**config.mk**
```make
export PLATFORM = sky130hd
export DESIGN_NAME = ext_data_mem_stretch
export DESIGN_NICKNAME = d
export VERILOG_FILES = /design/src/design/ext_data_mem_stretch_pkg.sv /design/src/design/ext_data_mem_stretch.sv
export VERILOG_INCLUDE_DIRS = /design/src /design/src/design
export SDC_FILE = /design/constraint.sdc
export NUM_CORES = 1
export LEC_CHECK = 0
export BUFFER_PORTS_ARGS = -buffer_cell sky130_fd_sc_hd__buf_2
export CORE_MARGIN = 5
export CORE_UTILIZATION = 44
export DETAILED_ROUTE_END_ITERATION = 7
export GPL_ROUTABILITY_DRIVEN = 0
export PLACE_DENSITY = 0.78
export SKIP_LAST_GASP = 1
export SYNTH_ARGS = -nofsm -noshare
export SYNTH_HDL_FRONTEND = slang
export SYNTH_SLANG_ARGS = --single-unit
```
**constraint.sdc**
```tcl
create_clock -name aclk -period 2.4 [get_ports aclk]
set_input_delay 0.6 -clock aclk [delete_from_list [all_inputs] [get_ports aclk]]
set_output_delay 0.6 -clock aclk [all_outputs]
set_load 0.01 [all_outputs]
```
**src/design/ext_data_mem_stretch_params.svh**
```systemverilog
`ifndef EXT_DATA_MEM_STRETCH_PARAMS_SVH
`define EXT_DATA_MEM_STRETCH_PARAMS_SVH
// ----------------------------------------
// register map, word index and byte address
// ----------------------------------------
`define EDMS_CTRL_IDX 12'h08E
`define EDMS_PAGE_ADDR 12'h000
`define EDMS_STAT_ADDR 12'h004
// ----------------------------------------
// fields and reset values
// ----------------------------------------
`define EDMS_SEL_LSB 0
`define EDMS_SEL_MSB 2
`define EDMS_CTRL_RST 8'h01
`define EDMS_PAGE_RST 3'h0
// ----------------------------------------
// timing: clock period in ns, phase lengths in system clocks
// ----------------------------------------
`define EDMS_CLK_PERIOD_NS 100
`define EDMS_CLKS_PER_CYCLE 5'h04
`define EDMS_ALE_BASE 5'h02
`define EDMS_PHASE_BASE 5'h02
`define EDMS_PHASE_MID 5'h03
`define EDMS_PHASE_SLOW 5'h07
`define EDMS_ALE_SLOW 5'h06
`endif

```
**src/design/ext_data_mem_stretch_pkg.sv**
```systemverilog
package ext_data_mem_stretch_pkg;
  // bus cycle phases
  typedef enum logic [2:0] {
    S_IDLE,
    S_ALE,
    S_SETUP,
    S_STROBE,
    S_HOLD
  } phase_t;
  // register selected by an address
  typedef enum logic [1:0] {
    REG_NONE,
    REG_CTRL,
    REG_PAGE,
    REG_STAT
  } reg_sel_t;
endpackage

```
**src/design/ext_data_mem_stretch.sv**
```systemverilog
`timescale 1ns/10ps
`include "ext_data_mem_stretch_params.svh"
module ext_data_mem_stretch (
  input wire logic aclk,
  input wire logic aresetn,
  input wire logic [11:0] s_axi_awaddr,
  input wire logic s_axi_awvalid,
  output logic s_axi_awready,
  input wire logic [31:0] s_axi_wdata,
  input wire logic [3:0] s_axi_wstrb,
  input wire logic s_axi_wvalid,
  output logic s_axi_wready,
  output logic [1:0] s_axi_bresp,
  output logic s_axi_bvalid,
  input wire logic s_axi_bready,
  input wire logic [11:0] s_axi_araddr,
  input wire logic s_axi_arvalid,
  output logic s_axi_arready,
  output logic [31:0] s_axi_rdata,
  output logic [1:0] s_axi_rresp,
  output logic s_axi_rvalid,
  input wire logic s_axi_rready,
  input wire logic req_valid,
  output logic req_ready,
  input wire logic req_write,
  input wire logic req_ptr8,
  input wire logic [15:0] req_addr,
  input wire logic [7:0] req_wdata,
  input wire logic [7:0] port2_value,
  output logic done,
  output logic [7:0] rdata,
  output logic ale,
  output logic rd_n,
  output logic wr_n,
  output logic [7:0] addr_hi,
  input wire logic [7:0] ad_i,
  output logic [7:0] ad_o,
  output logic ad_oe
);
  localparam logic [11:0] CtrlAddr = 12'(`EDMS_CTRL_IDX * 4);
  // ----------------------------------------
  // decode and timing functions
  // ----------------------------------------
  function automatic ext_data_mem_stretch_pkg::reg_sel_t decode(input logic [11:0] a);
    if (a == CtrlAddr) begin
      return ext_data_mem_stretch_pkg::REG_CTRL;
    end else if (a == `EDMS_PAGE_ADDR) begin
      return ext_data_mem_stretch_pkg::REG_PAGE;
    end else if (a == `EDMS_STAT_ADDR) begin
      return ext_data_mem_stretch_pkg::REG_STAT;
    end
    return ext_data_mem_stretch_pkg::REG_NONE;
  endfunction

  // stretch machine cycles per code
  function automatic logic [3:0] stretch_cycles(input logic [2:0] c);
    return c[2] ? {2'h0, c[1:0]} + 4'h7 : {1'b0, c};
  endfunction
  // phase lengths count system clocks, so every width follows the system clock rate
  function automatic logic [4:0] ale_len(input logic [2:0] c);
    return c[2] ? `EDMS_ALE_SLOW : `EDMS_ALE_BASE;
  endfunction
  function automatic logic [4:0] setup_len(input logic [2:0] c);
    return (c == 3'h0) ? `EDMS_PHASE_BASE :
           (c[2] ? `EDMS_PHASE_SLOW : `EDMS_PHASE_MID);
  endfunction
  // strobe: 2 clocks at code 0, else four per code step
  function automatic logic [4:0] strobe_len(input logic [2:0] c, input logic short1);
    logic [4:0] n;
    n = (c == 3'h0) ? `EDMS_PHASE_BASE : {c, 2'b00};
    return short1 ? n - 5'h01 : n;
  endfunction
  function automatic logic [4:0] hold_len(input logic [2:0] c, input logic short1);
    return setup_len(c) + {4'h0, short1};
  endfunction
  // ----------------------------------------
  // state
  // ----------------------------------------
  ext_data_mem_stretch_pkg::phase_t state_q, state_d;
  logic [7:0] ctrl_q, ctrl_d, wdata_q, wdata_d, rdata_q, rdata_d;
  logic [7:0] ad_o_q, ad_o_d, ad_s1_q, ad_s2_q;
  logic [2:0] page_q, page_d, code_q, code_d;
  logic [4:0] cnt_q, cnt_d;
  logic short_q, short_d, wr_q, wr_d, done_q, done_d;
  logic [15:0] addr_q, addr_d;
  logic ale_q, ale_d, rd_n_q, rd_n_d, wr_n_q, wr_n_d, ad_oe_q, ad_oe_d;
  logic bvalid_q, bvalid_d, rvalid_q, rvalid_d;
  logic [1:0] bresp_q, bresp_d, rresp_q, rresp_d;
  logic [31:0] axi_rdata_q, axi_rdata_d;
  logic wr_fire, rd_fire, start;
  ext_data_mem_stretch_pkg::reg_sel_t wsel, rsel;
  // register bus handshakes and core request acceptance
  assign s_axi_awready = s_axi_awvalid && s_axi_wvalid && !bvalid_q;
  assign s_axi_wready = s_axi_awready;
  assign s_axi_arready = !rvalid_q;
  assign wr_fire = s_axi_awready;
  assign rd_fire = s_axi_arvalid && !rvalid_q;
  assign wsel = decode(s_axi_awaddr);
  assign rsel = decode(s_axi_araddr);
  assign req_ready = (state_q == ext_data_mem_stretch_pkg::S_IDLE);
  assign start = req_valid && req_ready;

  // register bus: writes, reads and responses
  always_comb begin
    ctrl_d = ctrl_q;
    page_d = page_q;
    bvalid_d = bvalid_q && !s_axi_bready;
    bresp_d = bresp_q;
    rvalid_d = rvalid_q && !s_axi_rready;
    rresp_d = rresp_q;
    axi_rdata_d = axi_rdata_q;
    if (wr_fire) begin
      bvalid_d = 1'b1;
      bresp_d = (wsel == ext_data_mem_stretch_pkg::REG_NONE) ? 2'h2 : 2'h0;
      if (wsel == ext_data_mem_stretch_pkg::REG_CTRL && s_axi_wstrb[0]) begin
        ctrl_d = s_axi_wdata[7:0];
      end
      if (wsel == ext_data_mem_stretch_pkg::REG_PAGE && s_axi_wstrb[0]) begin
        page_d = s_axi_wdata[2:0];
      end
    end
    if (rd_fire) begin
      rvalid_d = 1'b1;
      rresp_d = 2'h0;
      case (rsel)
        ext_data_mem_stretch_pkg::REG_CTRL: axi_rdata_d = {24'h0, ctrl_q};
        ext_data_mem_stretch_pkg::REG_PAGE: axi_rdata_d = {29'h0, page_q};
        ext_data_mem_stretch_pkg::REG_STAT: begin
          axi_rdata_d = {20'h0, stretch_cycles(code_q), 1'b0, code_q,
                         3'h0, !req_ready};
        end
        default: begin
          axi_rdata_d = 32'h0;
          rresp_d = 2'h2;
        end
      endcase
    end
  end

  // external bus cycle sequencer
  always_comb begin
    state_d = state_q;
    cnt_d = cnt_q - 5'h01;
    code_d = code_q;
    short_d = short_q;
    wr_d = wr_q;
    addr_d = addr_q;
    wdata_d = wdata_q;
    rdata_d = rdata_q;
    done_d = 1'b0;
    case (state_q)
      ext_data_mem_stretch_pkg::S_IDLE: begin
        cnt_d = cnt_q;
        if (start) begin
          code_d = ctrl_q[`EDMS_SEL_MSB:`EDMS_SEL_LSB];
          short_d = page_q == 3'h3;
          wr_d = req_write;
          addr_d = req_ptr8 ? {port2_value, req_addr[7:0]} : req_addr;
          wdata_d = req_wdata;
          cnt_d = ale_len(code_d) - 5'h01;
          state_d = ext_data_mem_stretch_pkg::S_ALE;
        end
      end
      ext_data_mem_stretch_pkg::S_ALE: begin
        if (cnt_q == 5'h0) begin
          cnt_d = setup_len(code_q) - 5'h01;
          state_d = ext_data_mem_stretch_pkg::S_SETUP;
        end
      end
      ext_data_mem_stretch_pkg::S_SETUP: begin
        if (cnt_q == 5'h0) begin
          cnt_d = strobe_len(code_q, short_q) - 5'h01;
          state_d = ext_data_mem_stretch_pkg::S_STROBE;
        end
      end
      ext_data_mem_stretch_pkg::S_STROBE: begin
        if (cnt_q == 5'h0) begin
          cnt_d = hold_len(code_q, short_q) - 5'h01;
          state_d = ext_data_mem_stretch_pkg::S_HOLD;
        end
      end
      ext_data_mem_stretch_pkg::S_HOLD: begin
        // the synchroniser lags two clocks: take the byte of the last strobe clock
        if (!wr_q && cnt_q == hold_len(code_q, short_q) - 5'h02) begin
          rdata_d = ad_s2_q;
        end
        if (cnt_q == 5'h0) begin
          done_d = 1'b1;
          state_d = ext_data_mem_stretch_pkg::S_IDLE;
        end
      end
      default: state_d = ext_data_mem_stretch_pkg::S_IDLE;
    endcase
    ale_d = state_d == ext_data_mem_stretch_pkg::S_ALE;
    rd_n_d = !(state_d == ext_data_mem_stretch_pkg::S_STROBE && !wr_d);
    wr_n_d = !(state_d == ext_data_mem_stretch_pkg::S_STROBE && wr_d);
    ad_oe_d = ale_d || (wr_d && state_d != ext_data_mem_stretch_pkg::S_IDLE);
    ad_o_d = ale_d ? addr_d[7:0] : wdata_d;
  end

  // registers
  always_ff @(posedge aclk) begin
    ad_s1_q <= ad_i;
    ad_s2_q <= ad_s1_q;
    if (!aresetn) begin
      state_q <= ext_data_mem_stretch_pkg::S_IDLE;
      ctrl_q <= `EDMS_CTRL_RST;
      page_q <= `EDMS_PAGE_RST;
      cnt_q <= 5'h0;
      code_q <= 3'h0;
      short_q <= 1'b0;
      wr_q <= 1'b0;
      addr_q <= 16'h0;
      wdata_q <= 8'h0;
      rdata_q <= 8'h0;
      done_q <= 1'b0;
      ale_q <= 1'b0;
      rd_n_q <= 1'b1;
      wr_n_q <= 1'b1;
      ad_oe_q <= 1'b0;
      ad_o_q <= 8'h0;
      bvalid_q <= 1'b0;
      bresp_q <= 2'h0;
      rvalid_q <= 1'b0;
      rresp_q <= 2'h0;
      axi_rdata_q <= 32'h0;
    end else begin
      state_q <= state_d;
      ctrl_q <= ctrl_d;
      page_q <= page_d;
      cnt_q <= cnt_d;
      code_q <= code_d;
      short_q <= short_d;
      wr_q <= wr_d;
      addr_q <= addr_d;
      wdata_q <= wdata_d;
      rdata_q <= rdata_d;
      done_q <= done_d;
      ale_q <= ale_d;
      rd_n_q <= rd_n_d;
      wr_n_q <= wr_n_d;
      ad_oe_q <= ad_oe_d;
      ad_o_q <= ad_o_d;
      bvalid_q <= bvalid_d;
      bresp_q <= bresp_d;
      rvalid_q <= rvalid_d;
      rresp_q <= rresp_d;
      axi_rdata_q <= axi_rdata_d;
    end
  end
  // outputs
  assign s_axi_bvalid = bvalid_q;
  assign s_axi_bresp = bresp_q;
  assign s_axi_rvalid = rvalid_q;
  assign s_axi_rresp = rresp_q;
  assign s_axi_rdata = axi_rdata_q;
  assign done = done_q;
  assign rdata = rdata_q;
  assign ale = ale_q;
  assign rd_n = rd_n_q;
  assign wr_n = wr_n_q;
  assign ad_oe = ad_oe_q;
  assign ad_o = ad_o_q;
  assign addr_hi = addr_q[15:8];

  // helper counters: strobe run and whole access length
  logic [5:0] strb_run_q, acc_run_q;
  always_ff @(posedge aclk) begin
    if (!aresetn) begin
      strb_run_q <= 6'h0;
      acc_run_q <= 6'h0;
    end else begin
      strb_run_q <= (!rd_n_q || !wr_n_q) ? strb_run_q + 6'h01 : 6'h0;
      acc_run_q <= ale_d && !ale_q ? 6'h01 : acc_run_q + 6'h01;
    end
  end
endmodule // ext_data_mem_stretch

```
# [Yosys cells after proc, flatten, opt, wreduce, memory -nomap -nowiden]
# Cells that the tools add are included.
[classes] reduce_logical=35 mux=45 n_addsub=9 eq_ne=18
[op_table] op="$mux 8" count=5
[op_table] op="$pmux 12 s3" count=1
[op_table] op="$mux 5" count=6
[op_table] op="$sub 5x1->5 const B" count=5
[op_table] op="$eq 12x10->1 const B" count=2
[op_table] op="$eq 12x3->1 const B" count=2
[op_table] op="$logic_not 12->1" count=2
[op_table] op="$mux 3" count=8
[op_table] op="$mux 2" count=10
[op_table] op="$pmux 5 s4" count=1
[op_table] op="$mux 16" count=1
[op_table] op="$pmux 3 s5" count=1
[op_table] op="$eq 3x2->1 const B" count=4
[op_table] op="$logic_and 1x1->1" count=12
[op_table] op="$mux 1" count=11
[op_table] op="$reduce_and 2->1" count=5
[op_table] op="$logic_not 1->1" count=9
[op_table] op="$eq 2x2->1 const B" count=3
[op_table] op="$eq 3x1->1 const B" count=2
[op_table] op="$logic_not 3->1" count=2
[op_table] op="$eq 5x5->1" count=1
[op_table] op="$logic_not 5->1" count=1
[op_table] op="$sub 4x2->5 const B" count=1
[op_table] op="$add 2x3->4 const B" count=1
[op_table] op="other kinds (10)" count=11
[totals] word_cells=131 ff_bits=123 output_inout_bits=71

# [Depth between registers and ports, before layout]
[depth] ltp_word=8 mapped_depth=10 depth_no_buf=9

# [Worst setup path after synthesis]
# Ideal clock, no wire load.
[synth_timing] path_kind="register to register" start="register code_q[0]" end="register cnt_q[3]" setup_time_ns=0.115 t_required_ns=2.285 stages_incl_launch_ff=10 n_path_buf=1 t_arrival_ns=2.157 slack_ns=0.128 period_less_slack_ns=2.272 path_cell_list="dfxtp_1 clkbuf_1 inv_1 ha_1 nand2b_1 ha_1 nor2b_1 o211a_1 o311a_1 o21a_1"
[synth_between] elab_chain_cells=7 elab_cells_between_ends=13 cone_classes="add/sub (5); mux (7); reduce/logical (1)"
[synth_rtl] item="start, declared" line="ext_data_mem_stretch.sv:82" source="logic [2:0] page_q, page_d, code_q, code_d;"
[synth_rtl] item="start signal, assigned" line="ext_data_mem_stretch.sv:232" source="code_q <= code_d;"
[synth_rtl] item="$logic_not 3->1" line="ext_data_mem_stretch.sv:64, ext_data_mem_stretch.sv:70"
[synth_rtl] item="$mux 5" line="ext_data_mem_stretch.sv:70" source="n = (c == 3'h0) ? `EDMS_PHASE_BASE : {c, 2'b00};"
[synth_rtl] item="$sub 5x1->5" line="ext_data_mem_stretch.sv:71" source="return short1 ? n - 5'h01 : n;"
[synth_rtl] item="$mux 5" line="ext_data_mem_stretch.sv:71"
[synth_rtl] item="$sub 5x1->5" line="ext_data_mem_stretch.sv:172" source="cnt_d = strobe_len(code_q, short_q) - 5'h01;"
[synth_rtl] item="$mux 5" line="ext_data_mem_stretch.sv:171" source="if (cnt_q == 5'h0) begin"
[synth_rtl] item="$pmux 5 s4 (*)" line="ext_data_mem_stretch.sv:151" source="case (state_q)"
[synth_rtl] item="end signal, assigned" line="ext_data_mem_stretch.sv:231" source="cnt_q <= cnt_d;"
[synth_rtl] item="end, declared" line="ext_data_mem_stretch.sv:83" source="logic [4:0] cnt_q, cnt_d;"
# Every way passes the cells marked *; elsewhere a longest branch is shown, timed or not.
# A chain may end at the register's enable or synchronous reset.

# [Worst setup path after layout]
[layout_timing] start="register code_q[1]" end="register cnt_q[0]"
[layout_between] elab_chain_cells=6 elab_cells_between_ends=8 cone_classes="add/sub (3); mux (4); reduce/logical (1)"
[layout_rtl] item="$logic_not 3->1 (*)" line="ext_data_mem_stretch.sv:64" source="return (c == 3'h0) ? `EDMS_PHASE_BASE :"
[layout_rtl] item="$mux 3 (*)" line="ext_data_mem_stretch.sv:64"
[layout_rtl] item="$add 3x1->4" line="ext_data_mem_stretch.sv:74" source="return setup_len(c) + {4'h0, short1};"
[layout_rtl] item="$sub 5x1->5" line="ext_data_mem_stretch.sv:178" source="cnt_d = hold_len(code_q, short_q) - 5'h01;"
[layout_rtl] item="$mux 5" line="ext_data_mem_stretch.sv:177" source="if (cnt_q == 5'h0) begin"
[layout_rtl] item="$pmux 5 s4 (*)" line="ext_data_mem_stretch.sv:151"
# Marks and branches as above.

==> flow_metrics.py <==
metrics = {
    "run_status": {
        "status": "finished, final reports clean",
    },
    "worst_setup_path": {
        "cp-start-kind": "register",
        "r2r-end": "cnt_q[0]$_SDFFE_PN0P_",
        "worstRegToRegCells": 8,
        "critPathTopFamily": "compound AO/OA/AOI/OAI gates",
        "cp.depth": 8,
        "required_ns": 2.63,
        "cp-end-kind": "register",
        "crit_path_end": "cnt_q[0]$_SDFFE_PN0P_",
        "max_stage_delay_ns": 0.37,
        "timing.reg2reg.setup_slack_ns": 0.25,
        "crit_fanout": 6,
        "cpMostUsedCell": "ha_1",
        "critPathSlowestCell": "ha_1",
        "r2r_start": "code_q[1]$_SDFFE_PN0P_",
        "arrival_ns": 2.38,
        "cp_cell_sequence": "inv_1, ha_1, nand2b_1, ha_1, and3_1, o311a_1, o31ai_1, a221oi_1",
        "path_buf_inv": 1,
        "crit_type": "register to register",
        "critical_path.startpoint": "code_q[1]$_SDFFE_PN0P_",
    },
    "run": {
        "cap_violations": 0,
    },
    "place": {
        "post-place-ws_ns": 0.220,
        "dpl_cell_area_um2": 5170,
        "io_buffers": 131,
        "hpwl_mm": 8.23,
        "dp_cells": 742,
    },
    "routing": {
        "avgViaCountPerCell": 5.30,
        "vias": 4014,
        "drcViolationCount": 0,
        "drt-total-wl_mm": 11.0,
        "ant_nets": 0,
        "firstDrtPassIters": 5,
        "wl_per_cell_um": 14.5,
        "drt_iter0_drc": 245,
    },
    "timing": {
        "hold_violations": 0,
        "hold_slack_ns": 0.328,
        "setup_viol": 0,
        "drv_slew": 0,
        "fin_worst_skew_ns": 0.00796,
        "layout_setup_ws_ns": 0.246,
        "tns_ns": 0,
        "slew_headroom": 0.466,
        "post-route-period-util": 0.897,
        "grt_setup_unrepaired": "no",
        "fin_crit_ns": 2.15,
        "clock.fmax_mhz": 464,
        "tightestPinTransition_ns": 0.794,
    },
    "global_route": {
        "grt_pass1_vias": 3837,
        "antenna_found_initial": 0,
        "grtUsageTotal": 0.172,
        "grt_overflow": 0,
        "grt_pass1_wl_mm": 17.8,
        "grt_max_degree": 30,
    },
    "die": {
        "die_h_um": 111,
        "ios": 181,
        "start_util": 0.445,
        "core_area_um2": 10200,
        "die_w_um": 111,
        "die-area_um2": 12400,
        "num_rows": 37,
    },
    "synthesis": {
        "syn-instance-count": 500,
        "synth-edff-count": 0,
        "synth-seq-area-share": 0.446,
        "syn_avg_cell_area_um2": 9.06,
        "synth_largest_area_cell": "dfxtp_1",
        "synth_ff_type": "dfxtp_1",
        "yosysUniqueCellTypes": 60,
        "ys_ff_latch": 101,
        "synthesis.area_um2": 4530,
        "yosysTopAreaCellShare": 0.446,
        "ys_async_sr_fraction": 0,
        "yosys-top-cells-area": "dfxtp_1 (45%), buf_4 (5.1%), a21oi_1 (5.1%), mux2i_1 (3.8%), nand2_1 (3.6%)",
        "ys_warn_count": 0,
    },
    "clock_network": {
        "cts_sinks": 101,
        "cts_buffers": 9,
        "cts_setup_buffers": 0,
        "holdBufCountCts": 0,
        "cts_tree": "built",
        "clock_path_buffers": 2,
        "cts-root-buf": "clkbuf_8",
        "cts_max_level": 3,
        "path_clk_slew_ns": 0.10,
        "clk_latency_ns": 0.37,
    },
    "power": {
        "leakage_uw": 0.00233,
        "p_per_area_nw_per_um2": 973,
        "peakVddDrop_mv": 0.447,
    },
    "layout": {
        "diodes": 0,
        "final_area_um2": 5390,
        "drive_gt1_frac": 0.294,
        "synthToLayoutAreaGrowth_pct": 19.0,
        "fin_cells": 758,
        "nets": 733,
        "fill_cells": 949,
    },
    "worst_hold_path": {
        "hold_path.class": "input port to register",
    },
}
## routing by layer
| layer | share of wire | GRT usage |
|---|---|---|
| met5 | 0 | 0 |
| met4 | 0.028 | 0.0779 |
| met3 | 0.071 | 0.0375 |
| met2 | 0.49 | 0.289 |
| met1 | 0.42 | 0.211 |
## power breakdown
part | leakage [uW] | switching (uW) | internal, uW | total [uW]
combinational | 0.00139 | 1160 | 856 | 2010
sequential | 0.000829 | 178 | 1920 | 2100
clock | 0.000107 | 607 | 520 | 1130
## cells in the mapped netlist (all sizes together), types with 3 or more instances
library cell,number
o21a,3
mux2i,17
nand3,33
nor3,10
nand2b,5
nand2,44
nor2b,3
inv,14
xnor2,8
a31oi,4
o311a,3
a211oi,10
ha,6
a2bb2oi,8
a21oi,46
nand4,5
nor2,29
a22oi,6
or4,4
dfxtp,101
o21ai,34
buf,44
nor4,8
xor2,3
clkbuf,18
## registers in the layout, indices dropped and copies added, names as in the netlist, 3 cells and up
name	flops
page_q	3
rdata	8
state_q	3
code_q	3
addr_q	16
ad_s1_q	8
ad_s2_q	8
ad_o	8
cnt_q	5
wdata_q	8
s_axi_rdata	12
ctrl_q	8
## worst reg2reg max path, delay by kind of cell (launching register included)
family	cells	cell delay (ns)
AO/OA/AOI/OAI	3	0.67
adder cells (fa/ha/maj)	2	0.63
flip-flops	1	0.32
AND/OR/NAND/NOR	2	0.32
buffers and inverters	1	0.08
## what timing repair did
action	CTS	global route
endpoints found under the hold margin	0	0
endpoints found under the setup margin	0	3
gates resized for setup	0	2
## per-stage QoR
step	util	total power [uW]
after floorplan	-	3670
after global placement	0.507	4040
after detailed placement	0.507	4100
after CTS	0.528	5250
after global routing	0.529	5590
final	0.529	5240
## kinds of logic (layout without fill, tap and decap cells)
family,after synthesis,count (layout),synth area share
AO/OA/AOI/OAI,126,126,0.172
XOR/XNOR,11,11,0.0213
adder cells (fa/ha/maj),6,6,0.0166
buffers and inverters,76,177,0.0972
flip-flops,101,101,0.446
multiplexers,19,19,0.0425
other,1,22,0.000828
AND/OR/NAND/NOR,160,160,0.204
## layout by cell type (no fill, tap or decap), types with 3 or more instances in the layout
cell type	synthesis	routed
nand2b_1	5	5
o21a_1	3	3
a22oi_1	6	6
or4_1	3	3
buf_2	7	131
a211oi_1	10	10
xnor2_1	8	8
inv_1	14	13
o21ai_0	28	28
a31oi_1	4	4
nor3_1	9	9
nor4_1	3	3
a21oi_1	46	46
o21ai_1	6	6
nand4_1	5	5
o311a_1	3	3
dfxtp_1	101	101
buf_4	31	16
nand2_1	44	44
nor2b_1	3	3
xor2_1	3	3
conb_1	1	22
nor4_4	4	5
nand3_1	33	32
ha_1	6	6
mux2i_1	17	17
a2bb2oi_1	7	7
clkbuf_8	0	10
nor2_1	28	28
## worst min path at each step
| stage | slack, ns | end | cells past startpoint | start |
|---|---|---|---|---|
| finish | 0.33 | ad_s1_q[3]$_DFF_P_ | 1 | ad_i[3] |
| global route | 0.30 | ad_s1_q[4]$_DFF_P_ | 1 | ad_i[4] |
| CTS | 0.31 | ad_s1_q[3]$_DFF_P_ | 1 | ad_i[3] |
| detailed placement | 0.31 | ad_s2_q[6]$_DFF_P_ | 0 | ad_s1_q[6]$_DFF_P_ |
| global placement | 0.31 | ad_s2_q[3]$_DFF_P_ | 0 | ad_s1_q[3]$_DFF_P_ |
| floorplan | 0.31 | ad_s2_q[0]$_DFF_P_ | 0 | ad_s1_q[0]$_DFF_P_ |
## layout make-up
cell class                      count  area [um2]  area share
Tap cell                          136         170      0.0316
Clock inverter                      6        70.1      0.0130
Multi-Input combinational cell    344        2160       0.401
Inverter                           14        52.6     0.00975
Clock buffer                       10         138      0.0255
Sequential cell                   101        2020       0.375
Timing Repair Buffer              147         776       0.144
No activity file was read; power rests on OpenSTA's default activity.
